`src/otg_regs_pkg.sv`:
```
// constants for the otg control and rising-event enable register slice
package otg_regs_pkg;
    localparam logic [5:0] addr_otg_control        = 6'h0a;
    localparam logic [5:0] addr_otg_control_set    = 6'h0b;
    localparam logic [5:0] addr_otg_control_clear  = 6'h0c;
    localparam logic [5:0] addr_rising_enable      = 6'h0d;
    localparam logic [7:0] otg_control_reset       = 8'h06;
    localparam logic [7:0] rising_enable_reset     = 8'h1f;
    localparam logic [7:0] rising_enable_mask      = 8'h1f;
    localparam int bit_ext_indicator_select = 7;
    localparam int bit_external_supply_select = 6;
    localparam int bit_supply_drive = 5;
    localparam int bit_bus_charge = 4;
    localparam int bit_bus_discharge = 3;
    localparam int bit_minus_pulldown = 2;
    localparam int bit_plus_pulldown = 1;
    localparam int bit_id_pullup = 0;
    localparam int bit_id_ground_rise = 4;
    localparam int bit_session_end_rise = 3;
    localparam int bit_session_valid_rise = 2;
    localparam int bit_bus_valid_rise = 1;
    localparam int bit_host_disconnect_rise = 0;
    localparam int clock_rate_hz = 40000000;
    localparam int id_settle_time_ms = 50;
    localparam int id_settle_cycles = clock_rate_hz / 1000 * id_settle_time_ms;
endpackage

```
`src/otg_ctrl_rise_regs.sv`:
```
// otg control register with set/clear aliases and rising-event enables
//
// Operation
// - set alias sets bits written one
// - clear alias clears bits written one
// - aliases have no storage, read base
// - control bit order fixed, seven to zero
// - enabled rising comparator edges raise notifications
// - all five rise enables reset to one
// - bit four gates id-ground rise
// - id rise masked while pullup off, 50ms after
// - bit three gates session-end rise
// - bit two gates session-valid rise
// - bit one gates bus-valid rise
// - bit zero gates disconnect, host mode only
// - base control register at 0x0a read/write
// - supply enable out needs drive and select
`timescale 1ns/1ps
module otg_ctrl_rise_regs #(
    parameter int id_settle_cycles = otg_regs_pkg::id_settle_cycles
) (
    input  wire logic       clock,
    input  wire logic       rst,
    input  wire logic       reg_write,
    input  wire logic       reg_read,
    input  wire logic [5:0] reg_addr,
    input  wire logic [7:0] reg_wdata,
    output logic      [7:0] reg_rdata,
    output logic            reg_hit,
    input  wire logic       id_ground_indication,
    input  wire logic       session_end_comparator,
    input  wire logic       session_valid_comparator,
    input  wire logic       bus_valid_comparator,
    input  wire logic       host_disconnect_detect,
    output logic      [4:0] rise_event,
    output logic            ext_supply_indicator_select,
    output logic            external_supply_select,
    output logic            supply_drive_request,
    output logic            bus_charge_enable,
    output logic            bus_discharge_enable,
    output logic            minus_line_pulldown_en,
    output logic            plus_line_pulldown_en,
    output logic            id_line_pullup_en,
    output logic            external_supply_enable_out
);
    typedef enum logic [1:0] {id_off = 2'b00, id_settle = 2'b01, id_live = 2'b11} id_state_t;

    logic [7:0]  otg_control_reg;
    logic [7:0]  rising_enable_reg;
    logic [31:0] settle_count_reg;
    id_state_t   id_state_reg;
    logic [4:0]  rise_level;
    logic [4:0]  rise_gate;
    logic        host_mode;
    logic        id_rise_ok;

    // one storage word; the alias addresses only modify it
    always_ff @(posedge clock)
    begin
        if (rst)
            otg_control_reg <= otg_regs_pkg::otg_control_reset;
        else if (reg_write)
        begin
            if (reg_addr == otg_regs_pkg::addr_otg_control)
                otg_control_reg <= reg_wdata;
            else if (reg_addr == otg_regs_pkg::addr_otg_control_set)
                otg_control_reg <= otg_control_reg | reg_wdata;
            else if (reg_addr == otg_regs_pkg::addr_otg_control_clear)
                otg_control_reg <= otg_control_reg & ~reg_wdata;
        end
    end

    // reserved enable bits never store anything
    always_ff @(posedge clock)
    begin
        if (rst)
            rising_enable_reg <= otg_regs_pkg::rising_enable_reset;
        else if (reg_write && reg_addr == otg_regs_pkg::addr_rising_enable)
            rising_enable_reg <= reg_wdata & otg_regs_pkg::rising_enable_mask;
    end

    // read mux; unmapped addresses read zero and drop reg_hit
    always_ff @(posedge clock)
    begin
        if (rst)
        begin
            reg_rdata <= 8'h00;
            reg_hit   <= 1'b0;
        end
        else if (reg_read)
        begin
            if (reg_addr == otg_regs_pkg::addr_otg_control
                || reg_addr == otg_regs_pkg::addr_otg_control_set
                || reg_addr == otg_regs_pkg::addr_otg_control_clear)
            begin
                reg_rdata <= otg_control_reg;
                reg_hit   <= 1'b1;
            end
            else if (reg_addr == otg_regs_pkg::addr_rising_enable)
            begin
                reg_rdata <= rising_enable_reg;
                reg_hit   <= 1'b1;
            end
            else
            begin
                reg_rdata <= 8'h00;
                reg_hit   <= 1'b0;
            end
        end
        else
            reg_hit <= 1'b0;
    end

    // id settling: the id line needs time after the pullup switches on
    always_ff @(posedge clock)
    begin
        if (rst)
        begin
            id_state_reg     <= id_off;
            settle_count_reg <= 32'h0;
        end
        else if (!otg_control_reg[otg_regs_pkg::bit_id_pullup])
        begin
            id_state_reg     <= id_off;
            settle_count_reg <= 32'h0;
        end
        else
        begin
            case (id_state_reg)
                id_off:
                begin
                    id_state_reg     <= id_settle;
                    settle_count_reg <= 32'h0;
                end
                id_settle:
                begin
                    if (settle_count_reg >= 32'(id_settle_cycles - 1))
                        id_state_reg <= id_live;
                    else
                        settle_count_reg <= settle_count_reg + 32'h1;
                end
                id_live:
                    id_state_reg <= id_live;
                default:
                    id_state_reg <= id_off;
            endcase
        end
    end

    // the live bit lags the pullup by one edge, so the pullup itself masks at once
    assign id_rise_ok = (id_state_reg == id_live)
                      & otg_control_reg[otg_regs_pkg::bit_id_pullup];
    assign host_mode  = otg_control_reg[otg_regs_pkg::bit_plus_pulldown]
                      & otg_control_reg[otg_regs_pkg::bit_minus_pulldown];

    // comparator levels in enable-bit order
    assign rise_level[otg_regs_pkg::bit_id_ground_rise]       = id_ground_indication;
    assign rise_level[otg_regs_pkg::bit_session_end_rise]     = session_end_comparator;
    assign rise_level[otg_regs_pkg::bit_session_valid_rise]   = session_valid_comparator;
    assign rise_level[otg_regs_pkg::bit_bus_valid_rise]       = bus_valid_comparator;
    assign rise_level[otg_regs_pkg::bit_host_disconnect_rise] = host_disconnect_detect;

    // enables, plus the automatic id and host-mode gating
    assign rise_gate[4] = rising_enable_reg[otg_regs_pkg::bit_id_ground_rise] & id_rise_ok;
    assign rise_gate[3] = rising_enable_reg[otg_regs_pkg::bit_session_end_rise];
    assign rise_gate[2] = rising_enable_reg[otg_regs_pkg::bit_session_valid_rise];
    assign rise_gate[1] = rising_enable_reg[otg_regs_pkg::bit_bus_valid_rise];
    assign rise_gate[0] = rising_enable_reg[otg_regs_pkg::bit_host_disconnect_rise] & host_mode;

    rise_detect #(
        .width (5)
    ) rise_detect_inst (
        .clock       (clock),
        .rst         (rst),
        .level_in    (rise_level),
        .enable      (rise_gate),
        .event_pulse (rise_event)
    );

    // control outputs straight from the register, fixed bit order
    assign ext_supply_indicator_select = otg_control_reg[otg_regs_pkg::bit_ext_indicator_select];
    assign external_supply_select = otg_control_reg[otg_regs_pkg::bit_external_supply_select];
    assign supply_drive_request   = otg_control_reg[otg_regs_pkg::bit_supply_drive];
    assign bus_charge_enable      = otg_control_reg[otg_regs_pkg::bit_bus_charge];
    assign bus_discharge_enable   = otg_control_reg[otg_regs_pkg::bit_bus_discharge];
    assign minus_line_pulldown_en = otg_control_reg[otg_regs_pkg::bit_minus_pulldown];
    assign plus_line_pulldown_en  = otg_control_reg[otg_regs_pkg::bit_plus_pulldown];
    assign id_line_pullup_en      = otg_control_reg[otg_regs_pkg::bit_id_pullup];

    // no internal supply exists, so both bits are needed
    assign external_supply_enable_out = supply_drive_request & external_supply_select;

    a_set_alias: assert property (@(posedge clock) disable iff (rst)
        reg_write && reg_addr == otg_regs_pkg::addr_otg_control_set
        |=> otg_control_reg == ($past(otg_control_reg) | $past(reg_wdata)))
        else $error("set alias wrong");
    a_clear_alias: assert property (@(posedge clock) disable iff (rst)
        reg_write && reg_addr == otg_regs_pkg::addr_otg_control_clear
        |=> otg_control_reg == ($past(otg_control_reg) & ~$past(reg_wdata)))
        else $error("clear alias wrong");
    a_alias_read: assert property (@(posedge clock) disable iff (rst)
        reg_read && !reg_write && (reg_addr == otg_regs_pkg::addr_otg_control_set
        || reg_addr == otg_regs_pkg::addr_otg_control_clear)
        |=> reg_rdata == otg_control_reg && reg_hit)
        else $error("alias read mismatch");
    a_enable_reserved: assert property (@(posedge clock) disable iff (rst)
        reg_read && reg_addr == otg_regs_pkg::addr_rising_enable
        |=> reg_rdata[7:5] == 3'h0 && rising_enable_reg[7:5] == 3'h0)
        else $error("reserved enable bits set");
    a_reset_enables: assert property (@(posedge clock)
        $past(rst) |-> rising_enable_reg == otg_regs_pkg::rising_enable_reset)
        else $error("enables not reset");
    a_id_masked: assert property (@(posedge clock) disable iff (rst)
        !id_line_pullup_en |=> !rise_event[4])
        else $error("id rise while pullup off");
    a_host_only: assert property (@(posedge clock) disable iff (rst)
        !host_mode |=> !rise_event[0])
        else $error("disconnect outside host mode");
    a_rise_event: assert property (@(posedge clock) disable iff (rst)
        session_end_comparator && !$past(session_end_comparator)
        && rising_enable_reg[3] |=> rise_event[3])
        else $error("missed session end rise");
    a_rise_gated: assert property (@(posedge clock) disable iff (rst)
        !rising_enable_reg[1] |=> !rise_event[1])
        else $error("bus valid rise not gated");
    a_supply_out: assert property (@(posedge clock) disable iff (rst)
        external_supply_enable_out == (otg_control_reg[5] && otg_control_reg[6]))
        else $error("supply enable wrong");
    c_set_write: cover property (@(posedge clock)
        reg_write && reg_addr == otg_regs_pkg::addr_otg_control_set);
    c_id_live: cover property (@(posedge clock) id_state_reg == id_live);
    c_valid_event: cover property (@(posedge clock) rise_event[2]);
endmodule // otg_ctrl_rise_regs

```
`src/rise_detect.sv`:
```
// rising-edge detector with per-bit enable for the comparator events
`timescale 1ns/1ps
module rise_detect #(
    parameter int width = 5
) (
    input  wire logic             clock,
    input  wire logic             rst,
    input  wire logic [width-1:0] level_in,
    input  wire logic [width-1:0] enable,
    output logic      [width-1:0] event_pulse
);
    logic [width-1:0] last_reg;

    // previous level per source; follows the pin through reset as well, so a
    // comparator that already sits high at release is not taken for a rise
    always_ff @(posedge clock)
    begin
        last_reg <= level_in;
    end

    // one gate per source
    genvar i;
    generate
        for (i = 0; i < width; i++)
        begin : g_bit
            always_ff @(posedge clock)
            begin
                if (rst)
                    event_pulse[i] <= 1'b0;
                else
                    event_pulse[i] <= level_in[i] & ~last_reg[i] & enable[i];
            end
        end
    endgenerate
endmodule // rise_detect

```
`config.mk`:
```
export PLATFORM = sky130hd
export DESIGN_NAME = otg_ctrl_rise_regs
export DESIGN_NICKNAME = d
export VERILOG_FILES = /design/src/otg_regs_pkg.sv /design/src/otg_ctrl_rise_regs.sv /design/src/rise_detect.sv
export SDC_FILE = /design/constraint.sdc
export NUM_CORES = 1
export LEC_CHECK = 0
export BUFFER_PORTS_ARGS = -buffer_cell sky130_fd_sc_hd__buf_2
export CAP_MARGIN = 20
export CORE_ASPECT_RATIO = 1.2
export CORE_MARGIN = 2
export CORE_UTILIZATION = 35
export CTS_CLUSTER_DIAMETER = 60
export CTS_CLUSTER_SIZE = 20
export DETAILED_ROUTE_END_ITERATION = 10
export PLACE_DENSITY = 0.63
export SLEW_MARGIN = 25
export SYNTH_ARGS = -nofsm -noshare
export SYNTH_HDL_FRONTEND = slang
export SYNTH_SLANG_ARGS = --single-unit
```
`constraint.sdc`:
```
create_clock -name clock -period 1.9 [get_ports clock]
set_input_delay 0.57 -clock clock [delete_from_list [all_inputs] [get_ports clock]]
set_output_delay 0.57 -clock clock [all_outputs]
set_load 0.05 [all_outputs]
```
==> results by group <==
Logic synthesis
  • Seq/Total Area, Yosys: 46.17%
  • Adder-Cell Fraction of Synth Area: less than 1%
  • Most common library cells after synthesis: 66 x dfxtp_1, 30 x nand2_1, 24 x a21oi_1, 24 x nor2_1, 17 x and3_1
  • Multiplexer share of the synthesized area: 4.547%
  • Syn nets: 345
  • Post-Syn Instances: 321
  • XOR/XNOR Fraction of Synth Area: 0.3061%
  • Distinct cells, synth: 49
  • Largest cells by area after synthesis: dfxtp_1 46%, mux2i_1 4.5%, a21oi_1 4.2%, nand2_1 3.9%, and3_1 3.7%
  • Most frequent cell after synthesis: dfxtp_1
  • Mean post-synth cell area: 8.914 um2
  • Post-synth EDFFs: 0
  • Synth top area share: 46.17%
  • Synth Area in Compound Gates: 14.87%
  • Yosys top cell by area: dfxtp_1
  • Yosys reg bits: 66
  • Ys flop type: dfxtp_1
  • Area share of and/or/nand/nor cells after synthesis: 30.91%
  • Largest family of logic cells by synthesized area: simple AND/OR/NAND/NOR gates
  • Warnings, synthesis: 0
  • Post-synth ARST share: 0%
  • Synth Cell Area: 0.002861 mm2

Placed design
  • Pre-CTS setup slack: -0.2826 ns
  • DP Wirelength: 5389 um
  • Placement Cell Area: 0.003557 mm2
  • GP Congestion: about 0.9
  • I/O Buffers: 45
  • Placed cells: 500

Clock tree
  • Worst-Skew Late Latency: approximately 0.36 ns
  • Root buffer cell: clkbuf_8
  • Clock Sinks: 66
  • Clock transition at path regs: 0.09 ns
  • Hold buffers post-CTS: 0
  • Cts bufs inserted: 9
  • CTS tree: built
  • Number of H-tree levels: 3
  • Clock buffer depth: 2

Layout
  • Final Net Count: 448
  • Final Non-Filler Cells: 524
  • Post-route cell area: 0.004005 mm2
  • Share of post-route cells with drive strength above 1: 36.13%
  • Ant. Diodes: 0
  • Area Overhead vs Synth: 39.96%
  • Layout Utilization: 49.95%
  • Fillers: 769

Pwr
  • Lkg Pwr: 1.623 nW
  • VDD IR-drop max: 467.7 uV
  • Power Density: 693.5 mW/mm2

STA
  • Max-slew headroom: about two thirds
  • Worst slew pin tran: 0.4762 ns
  • Setup slack after layout: -0.1013 ns
  • RSZ-0062 raised after global routing: yes
  • Worst Clk Skew: slightly above 0.008 ns
  • Final Hold Vio Count: 0
  • Final Setup Violations: 8
  • Max-slew violations: 0
  • Final period utilization: 105.3%
  • Max Freq: 499.7 MHz
  • Tmin final: between 2 and 2.5 ns

Floorplanning
  • Core Region: between 0.008 and 0.009 mm2
  • Die outline height: 103.1 um
  • Row cnt: 36
  • Die area: ~0.0089 mm2
  • Initial Utilization: 35.69%
  • I/O pin total: 46
  • Die width: 86.54 um

Min path
  • Min-Delay Path Class: in -> reg

Outcome
  • Failing checks: negative setup slack
  • Outcome: complete, but fails checks

GRT
  • Vias in the first global route: approximately 2.7k
  • Overall routing resource usage: around 18%
  • Initial antenna violation count: 0
  • Overflow after GRT: 0
  • Global-route wire length before repair: between 10000 and 15000 um
  • Pin count of the biggest net entering global routing: 22

Setup path
  • Critical path buffers and inverters: 1
  • Critical Path Slowest Stage Cell: or4_4
  • Critical Path AT: between 2 and 2.5 ns
  • Critical path class: reg -> reg
  • Worst-path cell chain: or4_4 > o211a_1 > buf_6 > or4b_4 > a21oi_2
  • Crit Path Max Fanout: 6
  • WP data required: 2.20 ns
  • Worst stage delay on the critical path: 0.54 ns
  • CP Launch Type: flip-flop
  • Crit. End Element: flip-flop
  • Family with the most delay on the worst path: simple AND/OR/NAND/NOR gates

Run
  • Max-cap violations: 0

Detailed routing
  • WL/cell: between 15 and 20 um
  • DRT iter0 DRCs: 114
  • Via count: 2888
  • Final ANT Viol Nets: 0
  • Drt first pass iters: 4
  • Via density: 5.511
  • Drt drc: 0
  • Final WL: roughly 8000 um
==> worst register-to-register path, cell delays in order, from the launching register on <==
cell and delay (ns):
dfxtp_2 0.34, or4_4 0.54, o211a_1 0.27, buf_6 0.15, or4b_4 0.51, a21oi_2 0.14
==> per-layer routing <==
metal  vias up  global-route usage (%)  share of wire [%]
met5         -                       0                  0
met4         0                   9.856                3.3
met3        24                   4.243                4.6
met2        86                   30.06                 49
met1      1369                   20.65                 43
li1       1409                       -                  -
==> logic make-up after synthesis <==
logic type | count (synthesis)
xor+xnor | 1
compound gates | 67
fa+ha+maj | 1
flops | 66
buf+inv | 18
simple gates | 155
mux | 13
==> repair_timing <==
action	4_1_cts	5_1_grt
pin swaps	3	13
hold endpoints to repair	0	0
cloned	0	2
endpoints found under the setup margin	15	24
resized for setup	7	29
setup buffers	0	6
==> through the flow <==
step | setup TNS (ns) | hold WS (ns) | total power (W)
floorplan | -0.9950 | 0.3745 | 0.001492
global placement | -3.152 | 0.3820 | 0.001551
detailed placement | -3.587 | 0.3845 | 0.001554
CTS | -0.09847 | 0.3111 | 0.002801
global route | -0.9142 | 0.3133 | 0.002877
finish | -0.3587 | 0.3234 | 0.002778
==> where the power goes <==
part           switching (W)  internal, W
Combinational      0.0000726    0.0000507
Sequential        0.00000530      0.00139
Clock               0.000624     0.000633
Total               0.000702      0.00208
==> layout make-up <==
cell class	instances	area, um2	area share [%]
clock buffers	9	123.9	3.093
clock inverters	7	85.08	2.124
inverters	5	18.77	0.4686
multi-input cells	237	1590	39.71
flip-flops and latches	66	1334	33.30
well taps	95	118.9	2.968
repair buffers	105	734.5	18.34
==> path summary, 6_finish.rpt <==
kind	start	to	slack [ns]	depth (start not counted)
min reg2reg	rise_detect_inst.last_reg[1]	rise_detect_inst.event_pulse[1]	0.39	1
min	session_valid_comparator	rise_detect_inst.last_reg[2]	0.32	1
max reg2reg	settle_count_reg[12]	settle_count_reg[15]	-0.10	5
max	settle_count_reg[12]	settle_count_reg[15]	-0.10	5
==> cells in the final DEF, fill, tap and decap left out, drive strengths merged, types with 2 or more instances in the layout <==
master and count:
and4 2, buf 103, nor3 7, or4b 2, a211o 5, nor2b 7, nand2b 6, a21oi 25
o31ai 6, nor4b 2, clkinv 2, and2 2, nor2 24, inv 9, nand2 30, or3 9
mux2i 13, nand4b 2, o21a 4, nand3 12, nand4 8, or3b 2, or4 7, o211ai 2
nor4 9, o21ai 15, clkbuf 11, dfxtp 66, nor4bb 4, a41oi 3, nand3b 2, and3 17
(Power assumes the default switching activity.)
